==> config.mk <==
export PLATFORM = sky130hd
export DESIGN_NAME = fspc_top
export DESIGN_NICKNAME = d
export VERILOG_FILES = /design/src/pkg/fspc_pkg.sv /design/src/pkg/fspc_seq_if.sv /design/src/rtl/fspc_flash_seq.sv /design/src/rtl/fspc_top.sv
export SDC_FILE = /design/constraint.sdc
export NUM_CORES = 1
export LEC_CHECK = 0
export ABC_AREA = 1
export BUFFER_PORTS_ARGS = -buffer_cell sky130_fd_sc_hd__buf_2
export CORE_UTILIZATION = 25
export CTS_BUF_LIST = sky130_fd_sc_hd__clkbuf_8 sky130_fd_sc_hd__clkbuf_16
export CTS_CLUSTER_SIZE = 28
export DETAILED_ROUTE_END_ITERATION = 16
export GPL_ROUTABILITY_DRIVEN = 0
export PLACE_DENSITY = 0.45
export SLEW_MARGIN = 20
export SYNTH_ARGS = -nofsm -noshare
export SYNTH_HDL_FRONTEND = slang
export SYNTH_SLANG_ARGS = --single-unit
export TNS_END_PERCENT = 50
==> constraint.sdc <==
create_clock -name CLK -period 2.5 [get_ports CLK]
set_input_delay 0.125 -clock CLK [delete_from_list [all_inputs] [get_ports CLK]]
set_output_delay 0.125 -clock CLK [all_outputs]
set_load 0.05 [all_outputs]
==> src/pkg/fspc_pkg.sv <==
// Constants and types shared by the flash self-programming controller
package fspc_pkg;
    // Register byte offsets on the Wishbone slave
    localparam logic [7:0]  FSPC_OFS_CTRL  = 8'h00;
    localparam logic [7:0]  FSPC_OFS_ADDR  = 8'h04;
    localparam logic [7:0]  FSPC_OFS_DATA  = 8'h08;
    localparam logic [7:0]  FSPC_OFS_CMD   = 8'h0C;
    localparam logic [7:0]  FSPC_OFS_TRIG  = 8'h10;
    // Field positions
    localparam int          FSPC_EN_BIT    = 0;
    localparam int          FSPC_TRIG_BIT  = 0;
    localparam int          FSPC_WADDR_LSB = 2;
    localparam int          FSPC_CMD_W     = 6;
    localparam int          FSPC_OSEL_BIT  = 5;
    localparam int          FSPC_CBIT_BIT  = 4;
    localparam int          FSPC_FUNC_LSB  = 0;
    localparam int          FSPC_FUNC_W    = 4;
    // Flash array: 32K words of 32 bits
    localparam int          FSPC_FL_AW     = 15;
    localparam int          FSPC_DW        = 32;
    // Reset values
    localparam logic [31:0] FSPC_RST_WORD  = 32'h0000_0000;
    localparam logic [5:0]  FSPC_RST_CMD   = 6'h00;
    localparam logic        FSPC_RST_BIT   = 1'b0;
    // Command encodings {operation select, control bit, function code}
    localparam logic [5:0]  FSPC_CMD_READ  = 6'h00;
    localparam logic [5:0]  FSPC_CMD_PROG  = 6'h21;
    localparam logic [5:0]  FSPC_CMD_ERASE = 6'h22;

    typedef enum logic [1:0] {
        FSPC_OP_READ  = 2'b00,
        FSPC_OP_PROG  = 2'b01,
        FSPC_OP_ERASE = 2'b10,
        FSPC_OP_NONE  = 2'b11
    } fspc_op_e;

    typedef enum logic [1:0] {
        FSPC_S_IDLE = 2'b00,
        FSPC_S_BUSY = 2'b01
    } fspc_state_e;
endpackage

==> src/pkg/fspc_seq_if.sv <==
// Handshake between the register block and the flash sequencer
`timescale 1ns/1ps
interface fspc_seq_if #(parameter int AW = 15);
    import fspc_pkg::*;
    logic              start;
    fspc_op_e          op;
    logic [AW-1:0]     waddr;
    logic [31:0]       wdata;
    logic              done;
    logic [31:0]       rdata;
    modport ctl (output start, op, waddr, wdata, input done, rdata);
    modport seq (input start, op, waddr, wdata, output done, rdata);
endinterface

==> src/rtl/fspc_flash_seq.sv <==
// Flash sequencer: drives one flash operation and reports completion
`timescale 1ns/1ps
module fspc_flash_seq import fspc_pkg::*; #(
    parameter int AW = FSPC_FL_AW
) (
    input  wire logic          clk,
    input  wire logic          resetn,
    fspc_seq_if.seq            sif,
    output logic               fl_req,
    output fspc_op_e           fl_op,
    output logic [AW-1:0]      fl_addr,
    output logic [31:0]        fl_wdata,
    input  wire logic [31:0]   fl_rdata,
    input  wire logic          fl_done
);
    typedef struct packed {
        fspc_state_e   state;
        logic          req;
        fspc_op_e      op;
        logic [AW-1:0] addr;
        logic [31:0]   wdata;
        logic          done;
        logic [31:0]   rdata;
    } fspc_seq_s;

    fspc_seq_s r_reg;
    fspc_seq_s r_next;

    always_comb begin
        r_next      = r_reg;
        r_next.done = 1'b0;
        case (r_reg.state)
            FSPC_S_IDLE: begin
                if (sif.start) begin
                    // [RULE10] Flash untouched
                    if (sif.op == FSPC_OP_NONE) begin
                        r_next.done = 1'b1;
                    end else begin
                        r_next.req   = 1'b1;
                        r_next.op    = sif.op;
                        r_next.addr  = sif.waddr;
                        // [RULE3] Whole word write
                        r_next.wdata = sif.wdata;
                        r_next.state = FSPC_S_BUSY;
                    end
                end
            end
            FSPC_S_BUSY: begin
                if (fl_done) begin
                    r_next.req   = 1'b0;
                    r_next.done  = 1'b1;
                    r_next.state = FSPC_S_IDLE;
                    // [RULE6] Capture read word
                    if (r_reg.op == FSPC_OP_READ) begin
                        r_next.rdata = fl_rdata;
                    end
                end
            end
            default: begin
                r_next.state = FSPC_S_IDLE;
                r_next.req   = 1'b0;
            end
        endcase
    end

    always_ff @(posedge clk) begin
        if (!resetn) begin
            r_reg <= '0;
        end else begin
            r_reg <= r_next;
        end
    end

    assign fl_req    = r_reg.req;
    assign fl_op     = r_reg.op;
    assign fl_addr   = r_reg.addr;
    assign fl_wdata  = r_reg.wdata;
    assign sif.done  = r_reg.done;
    assign sif.rdata = r_reg.rdata;
endmodule

==> src/rtl/fspc_top.sv <==
// Flash self-programming controller with a classic Wishbone slave
// How it works
// [RULE1] Enable bit set allows self-programming; cleared disables it.
// [RULE2] Flash array addressed holds at most 32K words of 32 bits.
// [RULE3] Flash is written only as whole 32-bit words.
// [RULE4] Software keeps address bits 1:0 zero when starting an operation.
// [RULE5] Software loads data register first; device programs that word.
// [RULE6] Completed read places the fetched word in the data register.
// [RULE7] Command bit 5 select, bit 4 control, bits 3:0 function.
// [RULE8] Writing trigger bit 0 starts; it reads 1 until hardware clears.
// [RULE9] Enable bit accepts writes only while write protection is open.
// [RULE10] Trigger ignored and flash untouched while enable is cleared.
//
// Our own choice: the Wishbone interface to the registers.
`timescale 1ns/1ps
module fspc_top import fspc_pkg::*; #(
    parameter int FL_AW = FSPC_FL_AW
) (
    input  wire logic              CLK,
    input  wire logic              RESETN,
    input  wire logic              CYC_I,
    input  wire logic              STB_I,
    input  wire logic              WE_I,
    input  wire logic [7:0]        ADR_I,
    input  wire logic [3:0]        SEL_I,
    input  wire logic [31:0]       DAT_I,
    output logic [31:0]            DAT_O,
    output logic                   ACK_O,
    input  wire logic              WPROT_OPEN,
    output logic                   FL_REQ,
    output fspc_op_e               FL_OP,
    output logic [FL_AW-1:0]       FL_ADDR,
    output logic [31:0]            FL_WDATA,
    input  wire logic [31:0]       FL_RDATA,
    input  wire logic              FL_DONE
);
    typedef struct packed {
        logic                  enable;
        logic [31:0]           addr;
        logic [31:0]           data;
        logic [FSPC_CMD_W-1:0] cmd;
        logic                  busy;
        logic                  start;
        logic                  ack;
        logic [31:0]           rdat;
    } fspc_regs_s;

    fspc_regs_s  r_reg;
    fspc_regs_s  r_next;
    fspc_op_e    op_sel;
    logic        req;
    logic        wr;
    logic        in_range;

    fspc_seq_if #(.AW(FL_AW)) sif ();

    function automatic logic [31:0] fspc_merge(
        input logic [31:0] old,
        input logic [31:0] din,
        input logic [3:0]  sel
    );
        logic [31:0] m;
        m = old;
        for (int i = 0; i < 4; i++) begin
            if (sel[i]) begin
                m[8*i +: 8] = din[8*i +: 8];
            end
        end
        return m;
    endfunction

    assign req = CYC_I && STB_I && !r_reg.ack;
    assign wr  = req && WE_I;

    // [RULE2] Word index within 32K
    assign in_range = (r_reg.addr[31:FL_AW+FSPC_WADDR_LSB] == '0);

    // [RULE7] Command decode
    always_comb begin
        case (r_reg.cmd)
            FSPC_CMD_READ:  op_sel = FSPC_OP_READ;
            FSPC_CMD_PROG:  op_sel = FSPC_OP_PROG;
            FSPC_CMD_ERASE: op_sel = FSPC_OP_ERASE;
            default:        op_sel = FSPC_OP_NONE;
        endcase
        if (!in_range) begin
            op_sel = FSPC_OP_NONE;
        end
    end

    always_comb begin
        r_next       = r_reg;
        r_next.ack   = 1'b0;
        r_next.start = 1'b0;
        if (req) begin
            r_next.ack  = 1'b1;
            r_next.rdat = FSPC_RST_WORD;
            case (ADR_I[7:2])
                FSPC_OFS_CTRL[7:2]: r_next.rdat[FSPC_EN_BIT] = r_reg.enable;
                FSPC_OFS_ADDR[7:2]: r_next.rdat = r_reg.addr;
                FSPC_OFS_DATA[7:2]: r_next.rdat = r_reg.data;
                FSPC_OFS_CMD[7:2]:  r_next.rdat[FSPC_CMD_W-1:0] = r_reg.cmd;
                FSPC_OFS_TRIG[7:2]: r_next.rdat[FSPC_TRIG_BIT] = r_reg.busy;
                default:            r_next.rdat = FSPC_RST_WORD;
            endcase
        end
        // Operand registers are frozen while an operation runs
        if (wr) begin
            case (ADR_I[7:2])
                FSPC_OFS_CTRL[7:2]: begin
                    // [RULE9] Protected enable write
                    if (WPROT_OPEN && SEL_I[0]) begin
                        r_next.enable = DAT_I[FSPC_EN_BIT];
                    end
                end
                FSPC_OFS_ADDR[7:2]: begin
                    if (!r_reg.busy) begin
                        r_next.addr = fspc_merge(r_reg.addr, DAT_I, SEL_I);
                    end
                end
                FSPC_OFS_DATA[7:2]: begin
                    // [RULE5] Software loads word
                    if (!r_reg.busy) begin
                        r_next.data = fspc_merge(r_reg.data, DAT_I, SEL_I);
                    end
                end
                FSPC_OFS_CMD[7:2]: begin
                    if (!r_reg.busy && SEL_I[0]) begin
                        r_next.cmd = DAT_I[FSPC_CMD_W-1:0];
                    end
                end
                FSPC_OFS_TRIG[7:2]: begin
                    // [RULE1] Enable gates start
                    // [RULE10] Ignore when disabled
                    if (SEL_I[0] && DAT_I[FSPC_TRIG_BIT] && r_reg.enable
                        && !r_reg.busy) begin
                        r_next.busy  = 1'b1;
                        r_next.start = 1'b1;
                    end
                end
                default: begin
                end
            endcase
        end
        // [RULE8] Hardware clears trigger
        if (sif.done) begin
            r_next.busy = 1'b0;
            // [RULE6] Read result lands
            // A skipped read must not copy the sequencer's stale word
            if (r_reg.cmd == FSPC_CMD_READ && in_range) begin
                r_next.data = sif.rdata;
            end
        end
    end

    always_ff @(posedge CLK) begin
        if (!RESETN) begin
            r_reg        <= '0;
            r_reg.addr   <= FSPC_RST_WORD;
            r_reg.data   <= FSPC_RST_WORD;
            r_reg.cmd    <= FSPC_RST_CMD;
            r_reg.enable <= FSPC_RST_BIT;
            r_reg.busy   <= FSPC_RST_BIT;
        end else begin
            r_reg <= r_next;
        end
    end

    // [RULE4] Low address bits dropped
    assign sif.start = r_reg.start;
    assign sif.op    = op_sel;
    assign sif.waddr = r_reg.addr[FL_AW+FSPC_WADDR_LSB-1:FSPC_WADDR_LSB];
    assign sif.wdata = r_reg.data;

    assign DAT_O = r_reg.rdat;
    assign ACK_O = r_reg.ack;

    fspc_flash_seq #(.AW(FL_AW)) u_seq (
        .clk      (CLK),
        .resetn   (RESETN),
        .sif      (sif),
        .fl_req   (FL_REQ),
        .fl_op    (FL_OP),
        .fl_addr  (FL_ADDR),
        .fl_wdata (FL_WDATA),
        .fl_rdata (FL_RDATA),
        .fl_done  (FL_DONE)
    );
endmodule
=== Word level (Yosys, flattened, before mapping) ===
Index checks and enable logic that the tools add are counted.

* Flip-flop bits (word level): 191
* Bits in latches: 0
* Bits in writable memories: 0
* Memory bits (read-only): 0
* Bits of input ports: 83
* Logic and storage cells: 87
* Memories kept: 0

* Add/sub/neg operators: 0
* Multiply operators: 0
* Divide/modulo/power cells: 0
* $lt $le $gt $ge: 0
* Eq/ne operators: 11
* Shift operators: 0
* Multiplexer cells: 27
* Bitwise operators: 3
* Reduce and logical (&&, ||, !) cells: 28

{| class="wikitable"
|+ Operators with widths
! kind !! number
|-
| two-way mux 32 bit || 5
|-
| two-way mux 33 bit || 2
|-
| two-way mux 53 bit || 1
|-
| two-way mux 52 bit || 1
|-
| case mux 26 bit (2 select lines) || 1
|-
| two-way mux 40 bit || 1
|-
| two-way mux 8 bit || 4
|-
| AND reduction 3 bit || 7
|-
| AND reduction 4 bit || 4
|-
| logical NOT 15 bit || 1
|-
| case mux 5 bit (3 select lines) || 1
|-
| == test 6 x 2 -> 1 bit, second input constant || 2
|-
| == test 6 bit, second input constant || 2
|-
| logical NOT 6 bit || 2
|-
| two-way mux 6 bit || 2
|-
| logical AND 1 bit || 9
|-
| == test 6 x 1 -> 1 bit, second input constant || 1
|-
| == test 6 x 3 -> 1 bit, second input constant || 1
|-
| two-way mux 2 bit || 3
|-
| != test 2 bit, second input constant || 3
|-
| case mux 2 bit (3 select lines) || 1
|-
| case mux 3 bit (2 select lines) || 1
|-
| case mux 1 bit (5 select lines) || 1
|-
| logical NOT 2 bit || 2
|-
| other kinds (8) || 11
|}

=== Longest topological paths before layout ===
Gate-level depths: netlist of the first run.

* Word-level depth: 8
* Gate-level depth with buffers: 11

=== By module ===
From an unflattened synthesis of the first run, not the netlist that was laid out.

* Cells, all modules: 1,364
* Area total of the unflattened synthesis: 9,093.7 µm²

{| class="wikitable"
|+ By module, submodules not included
! module !! times used !! cells each !! area an instance (µm²) !! seq. area each (µm²)
|-
| fspc_top || 1 || 817 || 5,435.2 || 2,122.0
|-
| fspc_flash_seq || 1 || 547 || 3,658.5 || 1,661.6
|}

=== Least setup slack after synthesis of the first run ===
No wires, ideal clock.

* Path kind: flip-flop to flip-flop
* From: register u_seq.r_reg[83] (netlist name)
* To: register u_seq.r_reg (netlist bit u_seq.sif.rdata[11])
* Library setup time: 0.116 ns
* Arrival time: 1.670 ns
* Data required time: 2.384 ns
* Slack: 0.714 ns
* Cell stages (with the launch flop): 8
* Path buffers: 2
* Clock period less this slack: 1.786 ns
* Cell sequence: dfxtp_1 > nand2_1 > nor3_2 > inv_1 > clkbuf_1 > clkbuf_1 > nor2_1 > nor2_1

* Longest elaborated chain between the ends: 2

{| class="wikitable"
|+ RTL lines
! what !! RTL line !! RTL
|-
| start: declaration || fspc_flash_seq.sv:26 || <nowiki>fspc_seq_s r_reg;</nowiki>
|-
| start signal: assignment || fspc_flash_seq.sv:70 || <nowiki>r_reg <= r_next;</nowiki>
|-
| == test 2 x 1 -> 1 bit || fspc_flash_seq.sv:32 || <nowiki>case (r_reg.state)</nowiki>
|-
| AND reduction 3 bit (no line) || -- ||
|}

No other way between the ends.
A chain may end at the register's enable or synchronous reset.

=== Worst setup path after layout of the first run ===
* From: register r_reg (netlist bit ACK_O)
* To: register r_reg[103] (netlist name)

* Longest elaborated chain between the ends: 4

{| class="wikitable"
|+ RTL lines
! what !! RTL line !! RTL
|-
| start: declaration || fspc_top.sv:48 || <nowiki>fspc_regs_s r_reg;</nowiki>
|-
| start signal: assignment || fspc_top.sv:165 || <nowiki>r_reg <= r_next;</nowiki>
|-
| logical NOT 1 bit || fspc_top.sv:72 || <nowiki>assign req = CYC_I && STB_I && !r_reg.ack;</nowiki>
|-
| logical AND 1 bit || fspc_top.sv:72 ||
|-
| logical AND 1 bit || fspc_top.sv:73 || <nowiki>assign wr = req && WE_I;</nowiki>
|-
| AND reduction 4 bit (no line) || -- ||
|}

No other way between the ends.

==> flow_metrics.py, run 1 <==
metrics = {
    "clock_tree": {
        "insertion_delay_ps": 450,
        "clk_pin_slew_ps": 80,
        "htreeDepth": 4,
        "cts_max_path_buffers": 2,
        "ctsHoldBuffers": 56,
        "cts_tree": "built",
        "numCtsBuffers": 17,
        "cts_resized": 0,
        "post_cts_buffers": 0,
        "cts.sinks": 189,
        "root_buffer": "clkbuf_16",
    },
    "floorplanning": {
        "die_w_um": 185,
        "core_sq_mm": 0.0327,
        "die-area_sq_mm": 0.0341,
        "dieHeight_um": 185,
        "start_util_pct": 25.5,
        "io_pins": 166,
        "num_rows": 66,
    },
    "timing": {
        "fin_crit_sh_pct": 76.2,
        "slew_viol_final": 0,
        "max_slew_margin_pct": 56.6,
        "max_freq_mhz": 525,
        "tightest_slew_ps": 650,
        "fin_ws_ps": 595,
        "finClkSkew_ps": 16.5,
        "setup_viol": 0,
        "finalHoldViolations": 0,
        "rsz0062_at_grt": "false",
        "fin_tns_setup_ps": 0,
        "fin_crit_ps": 1900,
    },
    "placement": {
        "io_buffers": 163,
        "hpwl_um": 20200,
        "post-place-ws_ps": 382,
        "dpl.cell_count": 1728,
    },
    "final_layout": {
        "instances_no_fill": 1818,
        "largest_reg_flops": 40,
        "final_nets": 1444,
        "drive_above_1_share_pct": 18.0,
        "areaGrowthSynthToFinish_pct": 26.0,
    },
    "detailed_routing": {
        "first_iter_violations": 353,
        "vias": 7803,
        "wl_um": 27100,
        "drtAntennaViolNets": 0,
        "drc_errors": 0,
        "drtPass1Iterations": 6,
        "wl_per_cell_um": 14.9,
        "drt-vias-per-instance": 4.29,
    },
    "synthesis": {
        "ys_ff_latch": 189,
        "synth_edf_count": 0,
        "synth_nets": 1278,
        "syn_avg_cell_area_sq_um": 6.98,
        "syn-cell-area_sq_mm": 0.00834,
        "synth-main-ff-cell": "dfxtp_1",
        "seq_area_frac_synth_pct": 45.4,
        "async_reset_ff_share_pct": 0,
        "synth.distinct_cells": 26,
        "ys.warnings.count": 0,
        "synth_cells": 1195,
    },
    "hold_path": {
        "worstHoldPathType": "in2reg",
    },
    "pwr": {
        "switchingPower_mw": 1.67,
        "ir_drop_mv": 0.456,
        "p_seq_share_pct": 48.4,
        "switching_share_pct": 26.5,
        "powerDensity_mw_per_mm2": 601,
        "power_frac_clock_pct": 43.6,
        "leakage_nw": 4.72,
        "p_int_mw": 4.63,
        "combPwrFrac_pct": 8.0,
    },
    "global_routing": {
        "grt_pass1_vias": 7466,
        "grt.total_usage_pct": 16.3,
        "grt-ovfl-total": 0,
        "grt_max_degree": 67,
        "grt_pass1_wl_um": 42300,
        "antenna_found_initial": 2,
    },
    "job": {
        "maxCapViolations": 0,
    },
    "critical_path": {
        "cp_max_fo": 16,
        "critical_path_arrival_ps": 2280,
        "crit_type": "reg2reg",
        "regToRegSetupSlack_ps": 600,
        "end_kind": "flop",
        "worstPathRequired_ps": 2870,
        "start_kind": "flop",
    },
    "run_status": {
        "status": "finished, final reports clean",
    },
}
power groups by stage:
stage	logic, mW	clock network, mW	registers (mW)
floorplan	0.296	0	3.12
global placement	0.436	0	3.12
detailed placement	0.437	0	3.12
CTS	0.507	2.82	3.05
global route	0.554	2.95	3.05
finish	0.502	2.75	3.05
metrics by stage:
stage | area (sq um) | total power [mW] | hold WS [ps] | utilization [%]
floorplan | 8340 | 3.42 | 260 | -
global placement | 9360 | 3.56 | 350 | 28.6
detailed placement | 9360 | 3.56 | 357 | 28.6
CTS | 10500 | 6.38 | 2.22 | 32.1
global route | 10500 | 6.56 | 27.0 | 32.1
finish | 10500 | 6.31 | 23.7 | 32.1
critical path: stages (launching register included):
cell and delay, ps:
dfxtp_1 310, inv_1 60, nand4_1 300, nor2_2 310, nand2_1 140, nor2_2 430, o21ai_0 150, a21oi_1 130
cells in the mapped netlist (5+ instances only):
cell type	n	area, sq um
clkbuf_1	31	116
o22ai_1	19	119
o21ai_0	119	596
inv_1	130	488
buf_6	5	56.3
nor2_2	8	50.1
nand3_2	5	50.1
nand3_1	82	410
a21oi_1	85	425
nand3b_1	8	60.1
dfxtp_1	189	3780
buf_1	9	33.8
nand2_1	186	698
nand4_1	11	68.8
buf_2	14	70.1
nor2_1	233	875
buf_4	40	300
placed cells by master (no fill, tap or decap), types with 2 or more instances in the layout:
| master | instances |
|---|---|
| inv_2 | 5 |
| nor2_1 | 232 |
| nor2_2 | 8 |
| nand2_2 | 3 |
| nand3b_1 | 8 |
| a21oi_1 | 85 |
| nand3_2 | 5 |
| clkinv_1 | 2 |
| inv_6 | 5 |
| buf_4 | 27 |
| inv_1 | 130 |
| clkbuf_16 | 17 |
| dfxtp_1 | 189 |
| nand3_1 | 82 |
| dlygate4sd3_1 | 56 |
| o22ai_1 | 19 |
| nor3_1 | 4 |
| inv_8 | 3 |
| buf_2 | 162 |
| diode_2 | 2 |
| o21ai_0 | 119 |
| nor3_4 | 2 |
| nor2_4 | 2 |
| o21ai_1 | 4 |
| nand2_1 | 185 |
| clkinv_4 | 4 |
| nand4_1 | 11 |
layer usage:
metal  vias to the layer above  GRT usage [%]  share of wire (%)
li1                       4108              -                  -
met1                      3499           22.3                 50
met2                       174           25.1                 43
met3                        22           4.25                5.7
met4                         0           4.23                1.0
met5                         -              0                  0
area by class of cell:
| class | count | area [sq um] |
|---|---|---|
| inverter | 136 | 510 |
| timing repair buffer | 246 | 1590 |
| antenna | 2 | 5.00 |
| fill | 3681 | 22200 |
| sequential | 189 | 3780 |
| tap | 442 | 553 |
| clock inverter | 15 | 154 |
| multi-input combinational | 771 | 3470 |
| clock buffer | 17 | 425 |
logic make-up (layout without fill, tap and decap cells):
logic type / Yosys count / after routing / synth area share, %
other cells: 0 / 2 / 0
compound gates: 227 / 227 / 13.9
simple gates: 544 / 544 / 27.6
buf+inv: 235 / 414 / 13.0
flops: 189 / 189 / 45.4
final timing paths:
path	cells after the start	to	startpoint
worst max-delay path	7	r_reg[103]	ACK_O
worst min-delay path	6	u_seq.r_reg[83]	FL_DONE
worst max register to register	7	r_reg[103]	ACK_O
worst min register to register	2	u_seq.sif.rdata[28]	u_seq.sif.rdata[28]
(Power assumes the default switching activity.)
==> run 2, diff against run 1 <==
Clock period 2.5 ns to 1.8 ns, I/O delays scaled along.
==> flow_metrics.py, run 2 (synthesized netlist as in run 1, its figures left out) <==
metrics = {
    "timing": {
        "max_slew_margin_pct": 71.1,
        "rsz0062_at_grt": "false",
        "holdWs_ps": 45.8,
        "finalHoldViolations": 0,
        "max_freq_mhz": 596,
        "tightest_slew_ps": 433,
        "fin_crit_sh_pct": 93.1,
        "setup_viol": 0,
        "fin_crit_ps": 1680,
        "slew_viol_final": 0,
        "finClkSkew_ps": 15.9,
        "fin_ws_ps": 123,
        "fin_tns_setup_ps": 0,
    },
    "floorplanning": {
        "core_sq_mm": 0.0327,
        "dieHeight_um": 185,
        "die-area_sq_mm": 0.0341,
        "io_pins": 166,
        "die_w_um": 185,
        "num_rows": 66,
        "start_util_pct": 25.5,
    },
    "clock_tree": {
        "root_buffer": "clkbuf_16",
        "numCtsBuffers": 17,
        "post_cts_buffers": 0,
        "clk_pin_slew_ps": 70,
        "cts.sinks": 189,
        "htreeDepth": 4,
        "cts_tree": "built",
        "cts_max_path_buffers": 2,
        "insertion_delay_ps": 450,
    },
    "critical_path": {
        "crit_chain": "inv_1 > nand4_1 > buf_4 > nor2_2 > nand2_1 > nor2_4 > o21ai_0 > a21oi_1",
        "start_kind": "flop",
        "r2r_end": "r_reg[94]",
        "worst_r2r_startpoint": "ACK_O",
        "regToRegSetupSlack_ps": 120,
        "crit_type": "reg2reg",
        "cp_top_family": "simple AND/OR/NAND/NOR gates",
        "worstPathRequired_ps": 2170,
        "critical_path_arrival_ps": 2040,
        "end_kind": "flop",
        "reg2reg_depth": 8,
        "slowest_delay_ps": 320,
        "slowest_stage": "dfxtp_1",
        "cp_max_fo": 16,
        "crit_buf_inv": 2,
    },
    "detailed_routing": {
        "wl_um": 27100,
        "vias": 7862,
        "drtPass1Iterations": 4,
        "drt-vias-per-instance": 4.26,
        "first_iter_violations": 348,
        "dr_wl_met2_um": 11800,
        "wl_met1_um": 13500,
        "highest_layer": "met4",
        "drc_errors": 0,
        "dr_wl_met3_um": 1490,
        "wl_per_cell_um": 14.7,
        "drtAntennaViolNets": 0,
    },
    "final_layout": {
        "final_util_pct": 33.0,
        "areaGrowthSynthToFinish_pct": 29.6,
        "layout_commonest_cell": "nor2_1",
        "largest_reg_flops": 40,
        "final.fill_count": 3682,
        "drive_above_1_share_pct": 19.0,
        "layout_common_cells": "231 x nor2_1, 189 x dfxtp_1, 184 x nand2_1",
        "final_nets": 1471,
    },
    "hold_path": {
        "hp-start": "RESETN",
        "worstHoldPathType": "in2reg",
        "worstHoldPathCells": 3,
        "holdPathEnd": "u_seq.sif.rdata[11]",
    },
    "global_routing": {
        "grt_max_degree": 56,
        "grt-ovfl-total": 0,
        "grt_pass1_wl_um": 42000,
        "antenna_found_initial": 1,
        "grt.total_usage_pct": 16.2,
        "grt_pass1_vias": 7528,
    },
    "pwr": {
        "p_total_mw": 8.56,
        "ir_drop_mv": 0.616,
        "leakage_nw": 4.87,
        "powerDensity_mw_per_mm2": 792,
    },
    "placement": {
        "io_buffers": 163,
        "hpwl_um": 20400,
        "post-place-ws_ps": 28.7,
    },
    "run_status": {
        "status": "finished, final reports clean",
    },
    "job": {
        "maxCapViolations": 0,
    },
}
==> run 2: layout make-up <==
cell class	count	area (sq um)	area share, %
Sequential cell	189	3780	35.0
Multi-Input combinational cell	771	3500	32.4
Timing Repair Buffer	273	1910	17.7
Tap cell	442	553	5.12
Inverter	136	513	4.75
Clock buffer	17	425	3.94
Clock inverter	15	114	1.05
Antenna cell	1	2.50	0.0232
==> run 2: layer usage <==
layer / up-vias / track usage, %
met5: - / 0
li1: 4149 / -
met3: 18 / 4.19
met1: 3539 / 22.3
met2: 156 / 24.9
met4: 0 / 4.33
==> run 2: where the power goes <==
| group | leakage, nW | switching (mW) | total [mW] | internal (mW) |
|---|---|---|---|---|
| Clock | 0.270 | 1.79 | 3.58 | 1.79 |
| Combinational | 3.08 | 0.450 | 0.741 | 0.291 |
| Sequential | 1.53 | 0.0220 | 4.24 | 4.22 |
==> run 2: how the worst max path moves through the flow <==
| stage | from | end | slack [ps] | depth (start not counted) |
|---|---|---|---|---|
| floorplan | u_seq.r_reg[83] | u_seq.sif.rdata[11] | 10 | 7 |
| global placement | r_reg[95] | sif.wdata[15] | 20 | 8 |
| detailed placement | r_reg[95] | sif.wdata[9] | 30 | 8 |
| CTS | r_reg[95] | sif.wdata[11] | 5 | 8 |
| global route | r_reg[40] | u_seq.fl_wdata[22] | 2 | 10 |
| finish | ACK_O | r_reg[94] | 120 | 8 |
==> run 2: timing repair <==
item / in CTS / in global routing
resized for setup: 0 / 13
setup endpoints to repair: 0 / 78
hold endpoints to repair: 73 / 0
hold buffers: 65 / 0
==> run 2: per-stage QoR <==
step | cell area (sq um) | std cells
finish | 10800 | 1844
global route | 10800 | 1843
CTS | 10800 | 1843
detailed placement | 9580 | 1746
global placement | 9580 | 1746
floorplan | 8340 | 1195
==> run 2: worst reg2reg max path, cell delays in order, from the launching register on <==
cell     delay, ps
dfxtp_1        320
inv_1           60
nand4_1        100
buf_4          180
nor2_2         200
nand2_1        180
nor2_4         310
o21ai_0        130
a21oi_1        130
